[src/rtl/uart_status_pkg.sv]
// Shared constants, register map and carrier types for the transmit/break status block
package uart_status_pkg;
   // ****************************************
   // Register map (byte addresses)
   // ****************************************
   localparam logic [7:0]  ADDR_LINE_STATUS = 8'h14;
   localparam logic [7:0]  ADDR_IRQ_ENABLE  = 8'h04;
   localparam logic [7:0]  ADDR_LINE_CTRL   = 8'h0c;
   localparam logic [7:0]  ADDR_FIFO_CTRL   = 8'h08;
   localparam logic [7:0]  ADDR_TX_DATA     = 8'h00;
   localparam logic [7:0]  ADDR_RX_DATA     = 8'h00;
   localparam logic [7:0]  ADDR_BAUD_DIV    = 8'h1c;
   // ****************************************
   // Field positions
   // ****************************************
   localparam int TX_ALL_EMPTY_POS   = 6;
   localparam int TX_HOLD_VACANT_POS = 5;
   localparam int LINE_BREAK_POS     = 4;
   localparam int IEN_HOLD_POS       = 1;
   localparam int IEN_LINE_POS       = 2;
   localparam int FIFO_EN_POS        = 0;
   localparam int PARITY_EN_POS      = 3;
   localparam int STOP2_POS          = 2;
   // ****************************************
   // Reset values and sizes
   // ****************************************
   localparam logic [15:0] BAUD_DIV_RESET = 16'h000a;
   localparam logic [7:0]  LINE_CTRL_RESET = 8'h03;
   localparam int          TX_FIFO_DEPTH   = 16;
   localparam int          RX_FIFO_DEPTH   = 16;
   localparam logic [1:0]  RESP_OKAY       = 2'b00;
   localparam logic [1:0]  RESP_SLVERR     = 2'b10;
   // ****************************************
   // Carrier types
   // ****************************************
   typedef struct packed {
      logic [7:0] awaddr;
      logic [7:0] araddr;
      logic [31:0] wdata;
      logic [3:0]  wstrb;
   } axil_req_t;
   typedef struct packed {
      logic [7:0] data;
      logic       brk;
   } rx_char_t;
endpackage : uart_status_pkg

[src/rtl/bit_timer.sv]
// Bit-period timer: one pulse per programmed bit time while enabled
`timescale 1ns/1ps
module bit_timer
   import uart_status_pkg::*;
(
   input  wire logic        clk,
   input  wire logic        rst,
   input  wire logic        run,
   input  wire logic [15:0] divisor,
   output logic             tick
);
   logic [15:0] cnt_reg;
   logic [15:0] cnt_next;
   logic        tick_next;
   logic        tick_reg;

   always_comb begin
      cnt_next  = cnt_reg;
      tick_next = 1'b0;
      if (!run) begin
         cnt_next = 16'h0000;
      end else if (cnt_reg + 16'h0001 >= divisor) begin
         cnt_next  = 16'h0000;
         tick_next = 1'b1;
      end else begin
         cnt_next = cnt_reg + 16'h0001;
      end
   end

   always_ff @(posedge clk or posedge rst) begin
      if (rst) begin
         cnt_reg  <= 16'h0000;
         tick_reg <= 1'b0;
      end else begin
         cnt_reg  <= cnt_next;
         tick_reg <= tick_next;
      end
   end

   assign tick = tick_reg;
endmodule : bit_timer

[src/rtl/uart_tx_status.sv]
// Transmit-side empty flags, break detector and AXI4-Lite status registers
//
// The register addresses and the AXI4-Lite register port were chosen for this implementation.
`timescale 1ns/1ps
// Functional notes
// - Non-FIFO: all-empty flag high only when holding and shift registers empty
// - FIFO mode: all-empty flag high only when transmit FIFO and shifter empty
// - Reset shows all-empty and hold-vacant as one, break as zero
// - Non-FIFO: hold-vacant clears on load, sets when moved to shifter
// - FIFO mode: hold-vacant clears on any transmit-data write, sets when FIFO drains
// - Interrupt while hold-vacant flag and its enable are both set
// - Break flag set when receive line low longer than one word
// - Word time is start, data, parity and stop bits together
// - Interrupt while break flag and line-status enable are both set
// - Non-FIFO: break flag clears when breaking character is read
// - FIFO mode: break flag follows character at top of receive FIFO
module uart_tx_status
   import uart_status_pkg::*;
(
   input  wire logic        CLK_SYS,
   input  wire logic        RESET,
   input  wire logic        S_AXI_AWVALID,
   output logic             S_AXI_AWREADY,
   input  wire logic [7:0]  S_AXI_AWADDR,
   input  wire logic        S_AXI_WVALID,
   output logic             S_AXI_WREADY,
   input  wire logic [31:0] S_AXI_WDATA,
   input  wire logic [3:0]  S_AXI_WSTRB,
   output logic             S_AXI_BVALID,
   input  wire logic        S_AXI_BREADY,
   output logic [1:0]       S_AXI_BRESP,
   input  wire logic        S_AXI_ARVALID,
   output logic             S_AXI_ARREADY,
   input  wire logic [7:0]  S_AXI_ARADDR,
   output logic             S_AXI_RVALID,
   input  wire logic        S_AXI_RREADY,
   output logic [31:0]      S_AXI_RDATA,
   output logic [1:0]       S_AXI_RRESP,
   input  wire logic        RXD,
   output logic             TXD,
   output logic             IRQ
);
   // ****************************************
   // Types and state
   // ****************************************
   typedef enum logic [1:0] {
      TX_IDLE  = 2'b00,
      TX_SHIFT = 2'b01
   } tx_state_t;

   axil_req_t   req;
   logic        aw_reg, aw_next, w_reg, w_next, bv_reg, bv_next;
   logic        rv_reg, rv_next;
   logic [7:0]  awa_reg, awa_next;
   logic [31:0] wd_reg, wd_next, rd_reg, rd_next;
   logic [1:0]  br_reg, br_next, rr_reg, rr_next;
   logic [7:0]  ien_reg, ien_next, lcr_reg, lcr_next, fcr_reg, fcr_next;
   logic [15:0] div_reg, div_next;
   logic [7:0]  txq [TX_FIFO_DEPTH];
   logic [4:0]  tx_cnt_reg, tx_cnt_next;
   logic [3:0]  tx_wp_reg, tx_wp_next, tx_rp_reg, tx_rp_next;
   tx_state_t   st_reg, st_next;
   logic [10:0] sh_reg, sh_next;
   logic [3:0]  sh_bits_reg, sh_bits_next;
   logic        txd_reg, txd_next, irq_reg, irq_next;
   rx_char_t    rxq [RX_FIFO_DEPTH];
   logic [4:0]  rx_cnt_reg, rx_cnt_next;
   logic [3:0]  rx_wp_reg, rx_wp_next, rx_rp_reg, rx_rp_next;
   logic [3:0]  low_bits_reg, low_bits_next;
   logic        brk_seen_reg, brk_seen_next;
   logic        tick;
   logic        do_wr, do_rd, tx_push, tx_pop, rx_push, rx_pop;
   logic        fifo_mode, hold_vacant, all_empty, line_break;
   logic [3:0]  word_bits;

   assign req.awaddr = S_AXI_AWADDR;
   assign req.araddr = S_AXI_ARADDR;
   assign req.wdata  = S_AXI_WDATA;
   assign req.wstrb  = S_AXI_WSTRB;
   assign fifo_mode  = fcr_reg[FIFO_EN_POS];

   // ****************************************
   // Flags
   // ****************************************
   // One slot in non-FIFO mode: the holding register is the FIFO entry at the read pointer
   assign hold_vacant = (tx_cnt_reg == 5'd0);
   assign all_empty   = hold_vacant && (st_reg == TX_IDLE);
   assign line_break  = (rx_cnt_reg != 5'd0) && rxq[rx_rp_reg].brk;

   // Start + data(5..8) + parity + stop(1/2)
   assign word_bits = 4'd1 + {2'b00, lcr_reg[1:0]} + 4'd5
                    + {3'b000, lcr_reg[PARITY_EN_POS]} + {3'b000, lcr_reg[STOP2_POS]} + 4'd1;

   // ****************************************
   // Bus slave
   // ****************************************
   assign do_wr = aw_reg && w_reg && !bv_reg;
   assign do_rd = S_AXI_ARVALID && S_AXI_ARREADY;

   always_comb begin
      aw_next  = aw_reg;
      w_next   = w_reg;
      bv_next  = bv_reg;
      br_next  = br_reg;
      awa_next = awa_reg;
      wd_next  = wd_reg;
      rv_next  = rv_reg;
      rr_next  = rr_reg;
      rd_next  = rd_reg;
      ien_next = ien_reg;
      lcr_next = lcr_reg;
      fcr_next = fcr_reg;
      div_next = div_reg;
      tx_push  = 1'b0;
      rx_pop   = 1'b0;
      if (S_AXI_AWVALID && S_AXI_AWREADY) begin
         aw_next  = 1'b1;
         awa_next = req.awaddr;
      end
      if (S_AXI_WVALID && S_AXI_WREADY) begin
         w_next  = 1'b1;
         wd_next = req.wstrb[0] ? req.wdata : 32'h0000_0000;
      end
      if (do_wr) begin
         aw_next = 1'b0;
         w_next  = 1'b0;
         bv_next = 1'b1;
         br_next = RESP_OKAY;
         case (awa_reg)
            ADDR_TX_DATA: begin
               // A full FIFO drops the character; software must check first
               if (tx_cnt_reg < (fifo_mode ? 5'(TX_FIFO_DEPTH) : 5'd1)) begin
                  tx_push = 1'b1;
               end else begin
                  br_next = RESP_SLVERR;
               end
            end
            ADDR_IRQ_ENABLE: ien_next = wd_reg[7:0];
            ADDR_FIFO_CTRL:  fcr_next = wd_reg[7:0];
            ADDR_LINE_CTRL:  lcr_next = wd_reg[7:0];
            ADDR_BAUD_DIV:   div_next = (wd_reg[15:0] == 16'h0000) ? 16'h0001 : wd_reg[15:0];
            default:         br_next = RESP_SLVERR;
         endcase
      end
      if (bv_reg && S_AXI_BREADY) begin
         bv_next = 1'b0;
      end
      if (do_rd) begin
         rv_next = 1'b1;
         rr_next = RESP_OKAY;
         rd_next = 32'h0000_0000;
         case (req.araddr)
            ADDR_RX_DATA: begin
               rd_next[7:0] = (rx_cnt_reg != 5'd0) ? rxq[rx_rp_reg].data : 8'h00;
               rx_pop       = (rx_cnt_reg != 5'd0);
            end
            ADDR_LINE_STATUS: begin
               rd_next[TX_ALL_EMPTY_POS]   = all_empty;
               rd_next[TX_HOLD_VACANT_POS] = hold_vacant;
               rd_next[LINE_BREAK_POS]     = line_break;
               rd_next[0]                  = (rx_cnt_reg != 5'd0);
            end
            ADDR_IRQ_ENABLE: rd_next[7:0]  = ien_reg;
            ADDR_FIFO_CTRL:  rd_next[7:0]  = fcr_reg;
            ADDR_LINE_CTRL:  rd_next[7:0]  = lcr_reg;
            ADDR_BAUD_DIV:   rd_next[15:0] = div_reg;
            default:         rr_next = RESP_SLVERR;
         endcase
      end else if (rv_reg && S_AXI_RREADY) begin
         rv_next = 1'b0;
      end
   end

   // ****************************************
   // Transmitter
   // ****************************************
   always_comb begin
      st_next      = st_reg;
      sh_next      = sh_reg;
      sh_bits_next = sh_bits_reg;
      txd_next     = txd_reg;
      tx_pop       = 1'b0;
      case (st_reg)
         TX_IDLE: begin
            txd_next = 1'b1;
            if (tx_cnt_reg != 5'd0) begin
               tx_pop       = 1'b1;
               st_next      = TX_SHIFT;
               sh_next      = {2'b11, ^txq[tx_rp_reg], txq[tx_rp_reg]};
               sh_bits_next = word_bits - 4'd1;
               txd_next     = 1'b0;
            end
         end
         TX_SHIFT: begin
            if (tick) begin
               if (sh_bits_reg == 4'd0) begin
                  st_next  = TX_IDLE;
                  txd_next = 1'b1;
               end else begin
                  txd_next     = sh_reg[0];
                  sh_next      = {1'b1, sh_reg[10:1]};
                  sh_bits_next = sh_bits_reg - 4'd1;
               end
            end
         end
         default: st_next = TX_IDLE;
      endcase
   end

   // ****************************************
   // Break detector
   // ****************************************
   // Counting in bit ticks makes the threshold follow the line settings
   always_comb begin
      low_bits_next = low_bits_reg;
      brk_seen_next = brk_seen_reg;
      rx_push       = 1'b0;
      if (RXD) begin
         low_bits_next = 4'd0;
         brk_seen_next = 1'b0;
      end else if (tick && !brk_seen_reg) begin
         if (low_bits_reg >= word_bits) begin
            rx_push       = 1'b1;
            brk_seen_next = 1'b1;
         end else begin
            low_bits_next = low_bits_reg + 4'd1;
         end
      end
      irq_next = (hold_vacant && ien_reg[IEN_HOLD_POS])
               || (line_break && ien_reg[IEN_LINE_POS]);
   end

   bit_timer u_bit_timer (
      .clk     (CLK_SYS),
      .rst     (RESET),
      .run     ((st_reg == TX_SHIFT) || !RXD),
      .divisor (div_reg),
      .tick    (tick)
   );

   // ****************************************
   // Counters and pointers
   // ****************************************
   always_comb begin
      tx_wp_next  = tx_wp_reg + {3'b000, tx_push};
      tx_rp_next  = tx_rp_reg + {3'b000, tx_pop};
      tx_cnt_next = tx_cnt_reg + {4'd0, tx_push} - {4'd0, tx_pop};
      // Non-FIFO mode keeps one slot: a new break overwrites the last one
      rx_wp_next  = rx_wp_reg + {3'b000, rx_push && fifo_mode};
      rx_rp_next  = rx_rp_reg + {3'b000, rx_pop && fifo_mode};
      rx_cnt_next = rx_cnt_reg;
      if (rx_push && (rx_cnt_reg < (fifo_mode ? 5'(RX_FIFO_DEPTH) : 5'd1))) begin
         rx_cnt_next = rx_cnt_reg + 5'd1 - {4'd0, rx_pop};
      end else if (rx_pop && !rx_push) begin
         rx_cnt_next = rx_cnt_reg - 5'd1;
      end
      if (!fifo_mode) begin
         rx_wp_next = 4'd0;
         rx_rp_next = 4'd0;
      end
   end

   always_ff @(posedge CLK_SYS) begin
      if (tx_push) begin
         txq[tx_wp_reg] <= wd_reg[7:0];
      end
      if (rx_push) begin
         rxq[rx_wp_reg] <= '{data: 8'h00, brk: 1'b1};
      end
   end

   always_ff @(posedge CLK_SYS or posedge RESET) begin
      if (RESET) begin
         aw_reg       <= 1'b0;
         w_reg        <= 1'b0;
         bv_reg       <= 1'b0;
         br_reg       <= RESP_OKAY;
         awa_reg      <= 8'h00;
         wd_reg       <= 32'h0000_0000;
         rv_reg       <= 1'b0;
         rr_reg       <= RESP_OKAY;
         rd_reg       <= 32'h0000_0000;
         ien_reg      <= 8'h00;
         lcr_reg      <= LINE_CTRL_RESET;
         fcr_reg      <= 8'h00;
         div_reg      <= BAUD_DIV_RESET;
         tx_cnt_reg   <= 5'd0;
         tx_wp_reg    <= 4'd0;
         tx_rp_reg    <= 4'd0;
         st_reg       <= TX_IDLE;
         sh_reg       <= 11'h7ff;
         sh_bits_reg  <= 4'd0;
         txd_reg      <= 1'b1;
         irq_reg      <= 1'b0;
         rx_cnt_reg   <= 5'd0;
         rx_wp_reg    <= 4'd0;
         rx_rp_reg    <= 4'd0;
         low_bits_reg <= 4'd0;
         brk_seen_reg <= 1'b0;
      end else begin
         aw_reg       <= aw_next;
         w_reg        <= w_next;
         bv_reg       <= bv_next;
         br_reg       <= br_next;
         awa_reg      <= awa_next;
         wd_reg       <= wd_next;
         rv_reg       <= rv_next;
         rr_reg       <= rr_next;
         rd_reg       <= rd_next;
         ien_reg      <= ien_next;
         lcr_reg      <= lcr_next;
         fcr_reg      <= fcr_next;
         div_reg      <= div_next;
         tx_cnt_reg   <= tx_cnt_next;
         tx_wp_reg    <= tx_wp_next;
         tx_rp_reg    <= tx_rp_next;
         st_reg       <= st_next;
         sh_reg       <= sh_next;
         sh_bits_reg  <= sh_bits_next;
         txd_reg      <= txd_next;
         irq_reg      <= irq_next;
         rx_cnt_reg   <= rx_cnt_next;
         rx_wp_reg    <= rx_wp_next;
         rx_rp_reg    <= rx_rp_next;
         low_bits_reg <= low_bits_next;
         brk_seen_reg <= brk_seen_next;
      end
   end

   // ****************************************
   // Outputs
   // ****************************************
   assign S_AXI_AWREADY = !aw_reg && !bv_reg;
   assign S_AXI_WREADY  = !w_reg && !bv_reg;
   assign S_AXI_BVALID  = bv_reg;
   assign S_AXI_BRESP   = br_reg;
   assign S_AXI_ARREADY = !rv_reg;
   assign S_AXI_RVALID  = rv_reg;
   assign S_AXI_RDATA   = rd_reg;
   assign S_AXI_RRESP   = rr_reg;
   assign TXD           = txd_reg;
   assign IRQ           = irq_reg;
endmodule : uart_tx_status

[config.mk]
export PLATFORM = sky130hd
export DESIGN_NAME = uart_tx_status
export DESIGN_NICKNAME = d
export VERILOG_FILES = /design/src/rtl/uart_status_pkg.sv /design/src/rtl/bit_timer.sv /design/src/rtl/uart_tx_status.sv
export SDC_FILE = /design/constraint.sdc
export NUM_CORES = 1
export LEC_CHECK = 0
export ABC_CLOCK_PERIOD_IN_PS = 10200
export BUFFER_PORTS_ARGS = -buffer_cell sky130_fd_sc_hd__buf_2
export CAP_MARGIN = 20
export CORE_UTILIZATION = 45
export CTS_BUF_LIST = sky130_fd_sc_hd__clkbuf_16
export DETAILED_ROUTE_END_ITERATION = 16
export HOLD_SLACK_MARGIN = 0.1
export SYNTH_ARGS = -nofsm -noshare
export SYNTH_HDL_FRONTEND = slang
export SYNTH_SLANG_ARGS = --single-unit
[constraint.sdc]
create_clock -name CLK_SYS -period 10.2 [get_ports CLK_SYS]
set_clock_uncertainty 0.15 [all_clocks]
set_input_delay 2.04 -clock CLK_SYS [delete_from_list [all_inputs] [get_ports CLK_SYS]]
set_output_delay 2.04 -clock CLK_SYS [all_outputs]
set_load 0.005 [all_outputs]
Word-level counts from Yosys, hierarchy flattened

Memories as Yosys holds them, arrays and structs flattened.
Cells that the tools add are included.

$add $sub $neg: 16
Magnitude comparators: 4
Eq/ne operators: 15
Multiplexer cells: 60
Reduce and logical (&&, ||, !) cells: 53

Operators with widths:

| operator              | count |
|---|---|
| $mux 16               | 4 |
| $mux 11               | 3 |
| $eq 8x4->1 const B    | 4 |
| $mux 1                | 28 |
| $eq 8x5->1 const B    | 3 |
| $mux 4                | 6 |
| $pmux 11 s2           | 1 |
| $pmux 3 s6            | 1 |
| $add 16x1->16 const B | 1 |
| $add 4x1->4           | 4 |
| $eq 8x3->1 const B    | 2 |
| $ge 16x16->1          | 1 |
| $logic_not 16->1      | 1 |
| $logic_not 8->1       | 2 |
| $mux 8                | 2 |
| $reduce_bool 2->1     | 8 |
| $logic_and 1x1->1     | 15 |
| $mux 5                | 3 |
| $pmux 3 s5            | 1 |
| $reduce_and 2->1      | 7 |
| $lt 5x5->1            | 2 |
| $mux 2                | 5 |
| $reduce_bool 5->1     | 2 |
| $sub 5x1->5           | 2 |
| other kinds (27)      | 40 |

Flip-flop bits (word level): 147
RAM bits: 128
Input bits: 60
Output and inout bits: 43
Logic and storage cells: 175
Memories kept: 1

Memory list:

| memory | depth | bits a word | read ports | clocked after memory_dff | write ports | RTL line             | text |
|---|---|---|---|---|---|---|---|
| txq    | 16    | 8           | 1          | 0                        | 1           | uart_tx_status.sv:59 | `logic [7:0] txq [TX_FIFO_DEPTH];` |

Longest topological paths before layout

Gate-level depths: netlist of the first run.

Depth after elaboration: 13
Mapped depth: 18
Depth with buffers taken out: 17

Hierarchy

From an unflattened synthesis of the first run, not the netlist that was laid out.

Cells, all modules: 931
Area, all modules: 12504.5 µm²

Modules (own cells, without submodules):

| module         | instances | cells each | area each (µm²) | sequential area each (µm²) |
|---|---|---|---|---|
| uart_tx_status | 1         | 797        | 11100.6         | 6989.2 |
| bit_timer      | 1         | 134        | 1403.8          | 425.4 |

Worst setup path after synthesis of the first run

Ideal clock, no wire load.

Path type: input-to-reg
Start point: input port S_AXI_ARADDR[0]
End point: register rx_cnt_reg[4]
Library setup time: 0.137 ns
Arrival: 3.807 ns
Data required time: 9.913 ns
Slack: 6.106 ns
Stages: 8
Buffers on the path: 0
Cells stage by stage: or4_4 -> nor3_4 -> nand3_2 -> ha_1 -> ha_1 -> a211oi_1 -> xnor2_1 -> o21ai_0

Word-level cells in the longest chain between the ends: 5
Elaborated cells on any way between the ends: 7
Classes of those cells: 1 x add/sub; 3 x mux; 3 x reduce/logical

Ends and longest elaborated chain:

| item                                                    | RTL line                                     | text |
|---|---|---|
| start, declared                                         | uart_tx_status.sv:34                         | `input wire logic [7:0] S_AXI_ARADDR,` |
| $logic_not 8->1 (*)                                     | uart_tx_status.sv:152                        | `case (req.araddr)` |
| $mux 1 (*)                                              | uart_tx_status.sv:152                        |  |
| $mux 1 (*)                                              | uart_tx_status.sv:148                        | `if (do_rd) begin` |
| $sub 5x1->5 / $logic_and 1x1->1 (equally long branches) | uart_tx_status.sv:253, uart_tx_status.sv:254 |  |
| $mux 5 / $reduce_bool 2->1 (equally long branches)      | -                                            |  |
| end signal, assigned                                    | uart_tx_status.sv:322                        | `rx_cnt_reg <= rx_cnt_next;` |
| end, declared                                           | uart_tx_status.sv:67                         | `logic [4:0] rx_cnt_reg, rx_cnt_next;` |

Mark *: on every way between the ends. The rest lies on a longest branch, timed or not.
A chain may end at the register's enable or synchronous reset.

Worst setup path in the final report of the first run

Ends and elaborated chain as after synthesis.

==> flow_summary_export.csv, run 1 <==
group,metric,value,unit
floorplanning,die_area,27900,um^2
detailed_routing,wl_per_cell,18.0,um
flow_run,cap_violations,0,
setup_path,startpoint_type,"input port",
synth,synth_compound_area_share,7.39,%
clock_tree,holdBufCountCts,0,
floorplanning,rows,60,
clock_tree,cts_max_path_buffers,3,
place,postPlaceCellArea,12800,um^2
synth,async_reset_ff_share,52.6,%
setup_path,slowest_stage,"or4_4",
clock_tree,worstSkewPairLatency,0.53,ns
detailed_routing,routed_wl,24.8,mm
setup_path,cp_top_family,"simple AND/OR/NAND/NOR gates",
clock_tree,post_cts_resized,0,
synth,synth_mux_area_share,9.98,%
finish,diodes,0,
synth,synth-seq-cells,270,
clock_tree,cts_root_buf,"clkbuf_16",
synth,synthXorXnorAreaFrac,2.86,%
synth,synth_simple_gate_area_share,9.95,%
setup_path,r2r-start,"lcr_reg[0]",
synth,yosys.area.top_type,"edfxtp_1",
clock_tree,cts_num_sinks,270,
setup_path,reg2reg_depth,14,
min_path,hp-class,"flop to flop",
global_routing,grt_start_max_net_pins,74,
finish,finalNonFillerCells,1378,
synth,syn_area,12200,um^2
timing,rsz0062_at_grt,"no",
setup_path,crit_path_end,"rx_cnt_reg[4]",
timing,relSlewSlack,35.1,%
setup_path,crit_arrival,4.13,ns
synth,synthAdderAreaFrac,5.29,%
timing,fmax,258,MHz
place,place_ws,5.79,ns
setup_path,r2r_slack,6.52,ns
min_path,min_from,"S_AXI_RDATA[11]",
finish,largest_register,"txq",
place,place_inst,1323,
synth,yosysSeqAreaShare,60.6,%
synth,netlist_instances,950,
finish,largest_reg_flops,128,
timing,layout_min_cycle_time,3.88,ns
min_path,min_path_cells,2,
floorplanning,ioPinCount,103,
synth,synth_area_leaders,"edfxtp_1 31%, dfrtp_1 26%, mux4_2 5.9%",
synth,synth_flop_cell,"edfxtp_1",
clock_tree,cts_tree,"built",
finish,syn_to_final_growth,12.9,%
setup_path,cp_cell_sequence,"buf_2 > or4_4 > nor3_4 > nand3_2 > ha_1 > ha_1 > a211oi_1 > xnor2_1 > o21ai_0",
setup_path,crit_type,"input port to flop",
timing,hold_viol_final,0,
finish,final_nets,1123,
floorplanning,core,26800,um^2
timing,finalCritPeriodShare,38.0,%
outcome,status,"completed",
synth,synth_enable_flop_cells,128,
setup_path,timing.rr.end,"rx_cnt_reg[3]",
place,portBuffers,65,
clock_tree,cts_made_buffers,29,
power,fin_total_pwr,0.00345,W
detailed_routing,drc,0,
setup_path,path_depth,9,
floorplanning,die_w,167,um
global_routing,gr-total-overflow,0,
setup_path,crit_path_end_kind,"flop",
global_routing,grt_pass1_wl,39.9,mm
power,vdd_drop_max,0.164,mV
setup_path,crit_start,"S_AXI_ARADDR[0]",
place,dp_hpwl,16.2,mm
global_routing,grt_antenna_before_repair,0,
timing,drv_slew,0,
clock_tree,clk_pin_slew,0.06,ns
timing,fin_ws,6.32,ns
finish,drive_gt1_share,21.0,%
floorplanning,fp.dieH,167,um
synth,synth_top_family_by_area,"multiplexers",
global_routing,grtUsageTotal,18.4,%
detailed_routing,drt_iter0_markers,381,
synth,synth.avg_cell_area,12.9,um^2
timing,setup_violations,0,
synth,yosysTopAreaCellShare,31.4,%
timing,tns,0,ns
power,power.density,250,nW/um^2
place,gp_congestion,0.745,
detailed_routing,dr.pass1.iters,5,
finish,fin_area,13800,um^2
synth,ys_warn_count,0,
setup_path,worst-path-max-fanout,10,
setup_path,path_buf_inv,1,
setup_path,required,10.45,ns
synth,yosys-top-cells-count,"128 x dfrtp_1, 128 x edfxtp_1, 102 x nand2_1",
synth,synthDistinctLibCells,57,
detailed_routing,post_drt_via_cell_ratio,5.27,
detailed_routing,ant_nets,0,
clock_tree,htree_levels,1,
global_routing,grt_pass1_vias,7180,
power,p_leak,5.84,nW
clock_tree,cts_setup_buffers,0,
timing,worst_pin_slew,0.974,ns
setup_path,crit_top_cell,"ha_1",
floorplanning,initial_core_util,45.7,%
detailed_routing,vias,7268,
setup_path,cp_slowest_stage_delay,0.54,ns
per-stage QoR:
stage,util [%],hold slack [ns]
CTS,51.5,0.316
detailed placement,47.9,0.302
global placement,47.9,0.297
global route,51.6,0.342
finish,51.6,0.311
floorplan,-,0.313
layout make-up:
class	instances	area (um^2)
Fill cell	2307	13000
Sequential cell	270	7420
Multi-Input combinational cell	590	4410
Clock buffer	29	726
Tap cell	341	427
Timing Repair Buffer	75	408
Clock inverter	25	241
Inverter	48	185
worst min path at each step:
stage	endpoint	slack, ns
final	S_AXI_RDATA[11]	0.31
after global routing	S_AXI_RDATA[11]	0.34
after CTS	S_AXI_RDATA[11]	0.32
after detailed placement	S_AXI_RDATA[11]	0.30
after floorplan	S_AXI_RDATA[10]	0.31
after global placement	S_AXI_RDATA[9]	0.30
worst register-to-register path, stage by stage (launching register included):
cell      delay, ns
dfstp_2        0.54
inv_1          0.05
ha_1           0.26
inv_1          0.04
ha_1           0.19
fa_1           0.51
inv_1          0.05
ha_1           0.27
a21o_1         0.15
a21o_1         0.16
a21oi_1        0.32
o21bai_4       0.15
or4_1          0.43
xnor2_1        0.18
a21oi_1        0.09
routing by layer:
metal	wire length, um	global-route usage [%]
met2	11300	28.9
met4	327	3.90
met3	935	2.50
met5	0	0
met1	12200	27.1
cell usage in the layout, fill, tap and decap left out, types with 23 or more instances in the layout:
cell type,synthesis,routed
nand3_1,28,28
nand2_1,102,102
nor2_1,57,56
a21oi_1,42,42
dfrtp_1,128,126
buf_2,4,65
clkbuf_16,0,29
o21ai_0,48,48
edfxtp_1,128,128
mux2_2,40,40
xnor2_1,23,23
inv_1,47,55
mux4_2,32,32
ha_1,47,47
where the power goes:
part | leakage, nW | internal, W | switching, W
combinational | 2.33 | 0.000411 | 0.000452
clock | 0.509 | 0.000641 | 0.000417
sequential | 3.00 | 0.00133 | 0.000204
total | 5.84 | 0.00238 | 0.00107
logic make-up after synthesis:
kind of cell,after synthesis
other cells,1
compound gates,147
simple gates,257
fa+ha+maj,51
buf+inv,107
xor+xnor,40
mux,77
flops,270
(Power assumes the default switching activity.)
==> inputs of run 2 (changes only) <==
--- a/config.mk
+++ b/config.mk
@@ -5,13 +5,15 @@
 export SDC_FILE = /design/constraint.sdc
 export NUM_CORES = 1
 export LEC_CHECK = 0
-export ABC_CLOCK_PERIOD_IN_PS = 10200
+export ABC_AREA = 1
+export ABC_CLOCK_PERIOD_IN_PS = 3500
 export BUFFER_PORTS_ARGS = -buffer_cell sky130_fd_sc_hd__buf_2
 export CAP_MARGIN = 20
 export CORE_UTILIZATION = 45
 export CTS_BUF_LIST = sky130_fd_sc_hd__clkbuf_16
 export DETAILED_ROUTE_END_ITERATION = 16
 export HOLD_SLACK_MARGIN = 0.1
+export PLACE_DENSITY = 0.65
 export SYNTH_ARGS = -nofsm -noshare
 export SYNTH_HDL_FRONTEND = slang
 export SYNTH_SLANG_ARGS = --single-unit
==> constraint.sdc (replaced) <==
create_clock -name CLK_SYS -period 3.5 [get_ports CLK_SYS]
set_clock_uncertainty 0.15 [all_clocks]
set_input_delay 0.7 -clock CLK_SYS [delete_from_list [all_inputs] [get_ports CLK_SYS]]
set_output_delay 0.7 -clock CLK_SYS [all_outputs]
set_load 0.005 [all_outputs]
==> run 2 against run 1 <==
Effect of this change:
- critical path depth increased by 7
- core utilization increased by 0.54 points
- routed wire length increased by 16%
- first-iteration DRC count increased by 85%
- combinational power increased to 3.7 times the previous value
- final area increased by 5.9%
- non-clock buffer count increased by 16
- global-route usage increased by 2.0 points
- clock-buffer cell count increased by 1
- sequential cell count unchanged
==> flow_summary_export.csv, run 2 <==
group,metric,value,unit
detailed_routing,ant_nets,0,
clock_tree,cts_setup_buffers,0,
setup_path,crit_start,"lcr_reg[0]",
global_routing,grt_antenna_before_repair,0,
detailed_routing,drc,0,
floorplanning,rows,61,
detailed_routing,dr.pass1.iters,5,
place,dp_hpwl,19.1,mm
power,vdd_drop_max,0.513,mV
detailed_routing,vias,9309,
power,p_sw,0.00387,W
synth,ys_warn_count,0,
clock_tree,htree_levels,1,
timing,setup_violations,0,
outcome,status,"completed",
synth,synth_flop_cell,"edfxtp_1",
synth,synth.avg_cell_area,9.40,um^2
place,postPlaceCellArea,13700,um^2
detailed_routing,wl_per_cell,15.5,um
global_routing,use_met3,2.67,%
clock_tree,cts_made_buffers,29,
timing,layout_min_cycle_time,3.34,ns
synth,yosysTopAreaCellShare,29.7,%
finish,fin_area,14600,um^2
setup_path,crit_arrival,3.64,ns
floorplanning,ioPinCount,103,
timing,whs,0.187,ns
clock_tree,clk_pin_slew,0.06,ns
global_routing,grt_pass1_wl,46.9,mm
global_routing,grtUsageTotal,20.4,%
finish,syn_to_final_growth,12.9,%
global_routing,grt_pass1_vias,9112,
floorplanning,fp.dieH,172,um
finish,final_util,52.1,%
synth,yosysSeqAreaShare,57.2,%
timing,finalCritPeriodShare,95.3,%
setup_path,r2r_slack,0.16,ns
synth,netlist_instances,1379,
detailed_routing,routed_wl,28.8,mm
synth,synth-seq-cells,270,
floorplanning,initial_core_util,46.1,%
floorplanning,die_w,172,um
finish,final_nets,1563,
setup_path,timing.rr.end,"rx_cnt_reg[2]",
setup_path,crit_path_end_kind,"flop",
clock_tree,worstSkewPairLatency,0.54,ns
setup_path,reg2reg_depth,16,
finish,final_common_cell,"nand2_1",
global_routing,grt_use_met1,27.0,%
synth,synth_area_leaders,"edfxtp_1 30%, dfrtp_1 25%, nand2_1 11%",
global_routing,gr-total-overflow,0,
synth,synthDistinctLibCells,52,
detailed_routing,drt_iter0_markers,703,
power,clkPwrFrac,28.4,%
timing,tns,0,ns
place,portBuffers,65,
finish,diodes,0,
timing,fmax,300,MHz
synth,yosys.area.top_type,"edfxtp_1",
place,gp_congestion,0.825,
finish,finalNonFillerCells,1855,
floorplanning,die_area,29500,um^2
clock_tree,cts_max_path_buffers,3,
detailed_routing,post_drt_via_cell_ratio,5.02,
power,power_frac_comb,29.9,%
setup_path,crit_path_end,"rx_cnt_reg[2]",
power,power.density,732,nW/um^2
timing,hold_viol_final,0,
floorplanning,core,28100,um^2
power,p_leak,6.80,nW
global_routing,use_met2,34.2,%
synth,synth_enable_flop_cells,128,
min_path,hp-class,"input port to flop",
setup_path,required,3.80,ns
finish,layout_common_cells,"376 x nand2_1, 173 x inv_1, 128 x edfxtp_1",
timing,worst_pin_slew,0.821,ns
synth,async_reset_ff_share,52.6,%
clock_tree,cts_tree,"built",
global_routing,grt_start_max_net_pins,80,
timing,relSlewSlack,45.3,%
setup_path,worst-path-max-fanout,3,
global_routing,busiest_layer,"met2",
timing,drv_slew,0,
finish,largest_reg_flops,128,
finish,drive_gt1_share,13.0,%
setup_path,crit_type,"flop to flop",
flow_run,cap_violations,0,
synth,syn_area,13000,um^2
clock_tree,cts_root_buf,"clkbuf_16",
place,place_inst,1800,
setup_path,startpoint_type,"flop",
finish,largest_register,"txq",
power,internal_power,0.00684,W
synth,yosys-top-cells-count,"378 x nand2_1, 172 x inv_1, 128 x dfrtp_1, 128 x edfxtp_1, 115 x nand3_1",
setup_path,r2r-start,"lcr_reg[0]",
clock_tree,cts_num_sinks,270,
synth,synth.most_common_cell,"nand2_1",
power,seqPwrFrac,41.7,%
power,p_sw_share,36.1,%
## run 2: power by group through the flow
| stage | registers, W | logic, W | clock network (W) |
|---|---|---|---|
| after floorplan | 0.00435 | 0.00245 | 0 |
| after global placement | 0.00451 | 0.00309 | 0 |
| after detailed placement | 0.00453 | 0.00320 | 0 |
| after CTS | 0.00448 | 0.00323 | 0.00310 |
| after global routing | 0.00454 | 0.00369 | 0.00322 |
| final | 0.00447 | 0.00320 | 0.00304 |
## run 2: worst min-delay path by stage
stage                         startpoint              to  slack [ns]  cells after the start
after floorplan               ien_reg[0]      ien_reg[0]        0.30                      2
after global placement    S_AXI_RDATA[3]  S_AXI_RDATA[3]        0.31                      2
after detailed placement  S_AXI_RDATA[3]  S_AXI_RDATA[3]        0.31                      2
after CTS                   S_AXI_RREADY    S_AXI_RVALID        0.17                      2
after global routing        S_AXI_BREADY    S_AXI_BVALID        0.17                      2
final                       S_AXI_BREADY    S_AXI_BVALID        0.19                      2
## run 2: cell type report
type	count	area, um^2
clock inverter	24	208
sequential	270	7420
multi-input combinational	878	4550
fill	2546	13500
timing repair buffer	91	536
tap	378	473
inverter	184	697
clock buffer	30	751
## run 2: cells by family after synthesis
group           count (synthesis)  share of synthesized area (%)
fa+ha+maj                      49                           4.85
simple gates                  607                           19.8
xor+xnor                       30                           2.14
buf+inv                       248                           8.25
flops                         270                           57.2
other cells                     1                         0.0289
compound gates                169                           7.25
mux                             5                          0.434
## run 2: metrics by stage
stage	setup slack (ns)	power, W
floorplan	0.385	0.00680
global placement	0.172	0.00760
detailed placement	0.0830	0.00774
CTS	0.0585	0.0108
global route	-0.00570	0.0115
finish	0.163	0.0107
## run 2: routing by layer
metal | routed length (um) | up-vias | share of wire [%]
met5 | 0 | - | 0
met4 | 806 | 0 | 2.8
met3 | 1460 | 52 | 5.1
met2 | 13900 | 253 | 48
met1 | 12600 | 4387 | 44
li1 | - | 4617 | -
## run 2: critical path, stage by stage, from the launching register on
cell,delay [ns]
dfstp_2,0.53
inv_1,0.06
ha_1,0.28
inv_1,0.04
ha_1,0.20
fa_1,0.48
inv_1,0.06
ha_1,0.29
inv_1,0.05
o21bai_1,0.11
nand3_1,0.09
nand3_1,0.16
nand2_4,0.11
nor3_4,0.20
inv_1,0.09
or2_2,0.28
o221ai_1,0.08
## run 2: what timing repair did
item | CTS | global route
hold buffers | 1 | 0
hold endpoints to repair | 16 | 0
setup endpoints to repair | 0 | 5
gates resized for setup | 0 | 3
==> inputs of run 3 (changes only) <==
--- a/config.mk
+++ b/config.mk
@@ -9,11 +9,13 @@
 export ABC_CLOCK_PERIOD_IN_PS = 3500
 export BUFFER_PORTS_ARGS = -buffer_cell sky130_fd_sc_hd__buf_2
 export CAP_MARGIN = 20
-export CORE_UTILIZATION = 45
+export CELL_PAD_IN_SITES_DETAIL_PLACEMENT = 1
+export CELL_PAD_IN_SITES_GLOBAL_PLACEMENT = 2
+export CORE_UTILIZATION = 34
 export CTS_BUF_LIST = sky130_fd_sc_hd__clkbuf_16
 export DETAILED_ROUTE_END_ITERATION = 16
 export HOLD_SLACK_MARGIN = 0.1
-export PLACE_DENSITY = 0.65
+export PLACE_DENSITY_LB_ADDON = 0.1
 export SYNTH_ARGS = -nofsm -noshare
 export SYNTH_HDL_FRONTEND = slang
 export SYNTH_SLANG_ARGS = --single-unit
==> run 3 against run 2 <==
Effect of this change:
- via count rose by 2.5%
- sequential share of layout area fell by 1.5 points
- routed wire length rose by 22%
- first-iteration DRC count fell by 41%
- worst hold slack improved by 0.031 ns
- sequential cell count did not move
- die area rose by 32%
- final area rose by 3.0%
- final cell count rose by 8.4%
- core utilization fell by 12 points
- fmax rose by 0.83%
- clock power rose by 12%
- critical path type unchanged
==> flow_summary_export.csv, run 3 (synthesized netlist as in run 2, its figures left out) <==
group,metric,value,unit
power,p_leak,6.96,nW
setup_path,path_buf_inv,6,
finish,seqCellArea,7420,um^2
timing,layout_min_cycle_time,3.31,ns
setup_path,crit_type,"flop to flop",
clock_tree,clk_pin_slew,0.06,ns
power,p_sw_share,36.5,%
detailed_routing,wl_per_cell,17.5,um
finish,final_nets,1582,
finish,multi_input_area,4560,um^2
global_routing,grtUsageTotal,18.9,%
setup_path,crit_arrival,3.58,ns
global_routing,gr-total-overflow,0,
power,power_frac_comb,30.8,%
setup_path,reg2reg_depth,17,
clock_tree,cts_num_sinks,270,
finish,fill_cells,4306,
finish,final_util,40.1,%
finish,final_common_cell,"nand2_1",
finish,largest_reg_flops,128,
setup_path,required,3.77,ns
timing,finalCritPeriodShare,94.6,%
detailed_routing,ant_nets,0,
clock_tree,cts_setup_buffers,0,
setup_path,crit_top_cell,"inv_1",
timing,worst_pin_slew,0.873,ns
clock_tree,cts_root_buf,"clkbuf_16",
finish,layout_common_cells,"376 x nand2_1, 176 x inv_1, 128 x edfxtp_1",
clock_tree,cts_made_buffers,34,
power,internal_power,0.00714,W
power,p_sw,0.00410,W
floorplanning,die_w,197,um
place,dp_hpwl,24.0,mm
global_routing,grt_start_max_net_pins,69,
global_routing,grt_antenna_before_repair,1,
power,clkPwrFrac,30.3,%
setup_path,path_depth,17,
clock_tree,worstSkewPairLatency,0.51,ns
detailed_routing,drc,0,
setup_path,cp_slowest_stage_delay,0.53,ns
clock_tree,htree_levels,2,
power,seqPwrFrac,38.9,%
setup_path,startpoint_type,"flop",
place,portBuffers,65,
floorplanning,fp.dieH,197,um
clock_tree,cts_max_path_buffers,3,
timing,setup_violations,0,
clock_tree,cts_tree,"built",
timing,fmax,302,MHz
finish,syn_to_final_growth,16.2,%
detailed_routing,dr.pass1.iters,4,
min_path,min_path_cells,2,
floorplanning,ioPinCount,103,
timing,drv_slew,0,
floorplanning,die_area,38900,um^2
power,vdd_drop_max,0.296,mV
setup_path,cp_top_family,"adder cells",
power,power.density,746,nW/um^2
finish,finalNonFillerCells,2011,
floorplanning,core,37600,um^2
setup_path,slowest_stage,"dfstp_2",
timing,hold_viol_final,0,
detailed_routing,drt_iter0_markers,414,
setup_path,worst-path-max-fanout,3,
timing,relSlewSlack,41.7,%
detailed_routing,routed_wl,35.2,mm
timing,tns,0,ns
outcome,status,"completed",
floorplanning,rows,71,
timing,fin_ws,0.190,ns
global_routing,grt_pass1_vias,9945,
place,gp_congestion,0.769,
place,place_ws,0.0851,ns
finish,largest_register,"txq",
detailed_routing,post_drt_via_cell_ratio,4.74,
setup_path,cp_cell_sequence,"inv_1 > ha_1 > inv_1 > ha_1 > fa_1 > inv_1 > ha_1 > inv_1 > o21bai_1 > nand3_1 > nand3_2 > nand2_2 > buf_12 > nor3_4 > inv_2 > or2_2 > o221ai_1",
min_path,hp-class,"input port to flop",
global_routing,grt_pass1_wl,56.3,mm
detailed_routing,vias,9539,
flow_run,cap_violations,0,
finish,drive_gt1_share,13.8,%
timing,whs,0.218,ns
place,place_inst,1947,
setup_path,crit_path_end_kind,"flop",
floorplanning,initial_core_util,34.5,%
## run 3: changes by cell type in the layout (fill, tap and decap cells not counted), moves of 3 or more
cell,before,now
buf_4,24,35
clkbuf_16,30,37
clkinv_1,6,11
clkinvlp_4,5,1
inv_1,173,176
## run 3: worst paths after layout
check                                  start             to  slack [ns]
min in group asynchronous              RESET          w_reg        0.58
worst min register to register    ien_reg[1]     ien_reg[1]        0.33
max in group asynchronous              RESET      sh_reg[7]        1.86
worst max register to register    lcr_reg[0]  rx_cnt_reg[2]        0.19
worst min-delay path            S_AXI_BREADY   S_AXI_BVALID        0.22
worst max-delay path              lcr_reg[0]  rx_cnt_reg[2]        0.19
## run 3: per-layer routing
| metal | global-route usage [%] | wire length [um] |
|---|---|---|
| met5 | 0 | 0 |
| met4 | 6.80 | 1130 |
| met3 | 2.95 | 1120 |
| met2 | 32.3 | 17000 |
| met1 | 24.0 | 16000 |
## run 3: metrics by stage
step,total power [W],instance area [um^2]
after floorplan,0.00680,13000
after global placement,0.00790,13900
after CTS,0.0115,15000
final,0.0112,15100
after global routing,0.0121,15100
after detailed placement,0.00799,13900
## run 3: power groups by stage
stage | clock network [W] | logic, W | registers (W)
2_1_floorplan | 0 | 0.00245 | 0.00435
3_3_place_gp | 0 | 0.00348 | 0.00442
3_5_place_dp | 0 | 0.00356 | 0.00444
4_1_cts | 0.00350 | 0.00358 | 0.00439
5_1_grt | 0.00361 | 0.00403 | 0.00444
6_report | 0.00340 | 0.00346 | 0.00438
## run 3: worst register-to-register path, delay by kind of cell, from the launching register on
| kind | cells | cell delay (ns) |
|---|---|---|
| simple gates | 5 | 0.69 |
| buf+inv | 6 | 0.42 |
| flops | 1 | 0.53 |
| compound gates | 2 | 0.20 |
| fa+ha+maj | 4 | 1.24 |
## run 3: what timing repair did
item | in CTS | in global routing
hold buffers | 1 | 0
hold endpoints to repair | 13 | 0
gates resized for setup | 0 | 7
setup endpoints to repair | 0 | 5
## run 3: cell type report
cell class                 count  area share [%]
antenna                        1          0.0166
clock buffer                  37            6.15
clock inverter                25            1.05
inverter                     184            4.63
multi-input combinational    878            30.2
sequential                   270            49.2
tap                          511            4.24
timing repair buffer         105            4.44
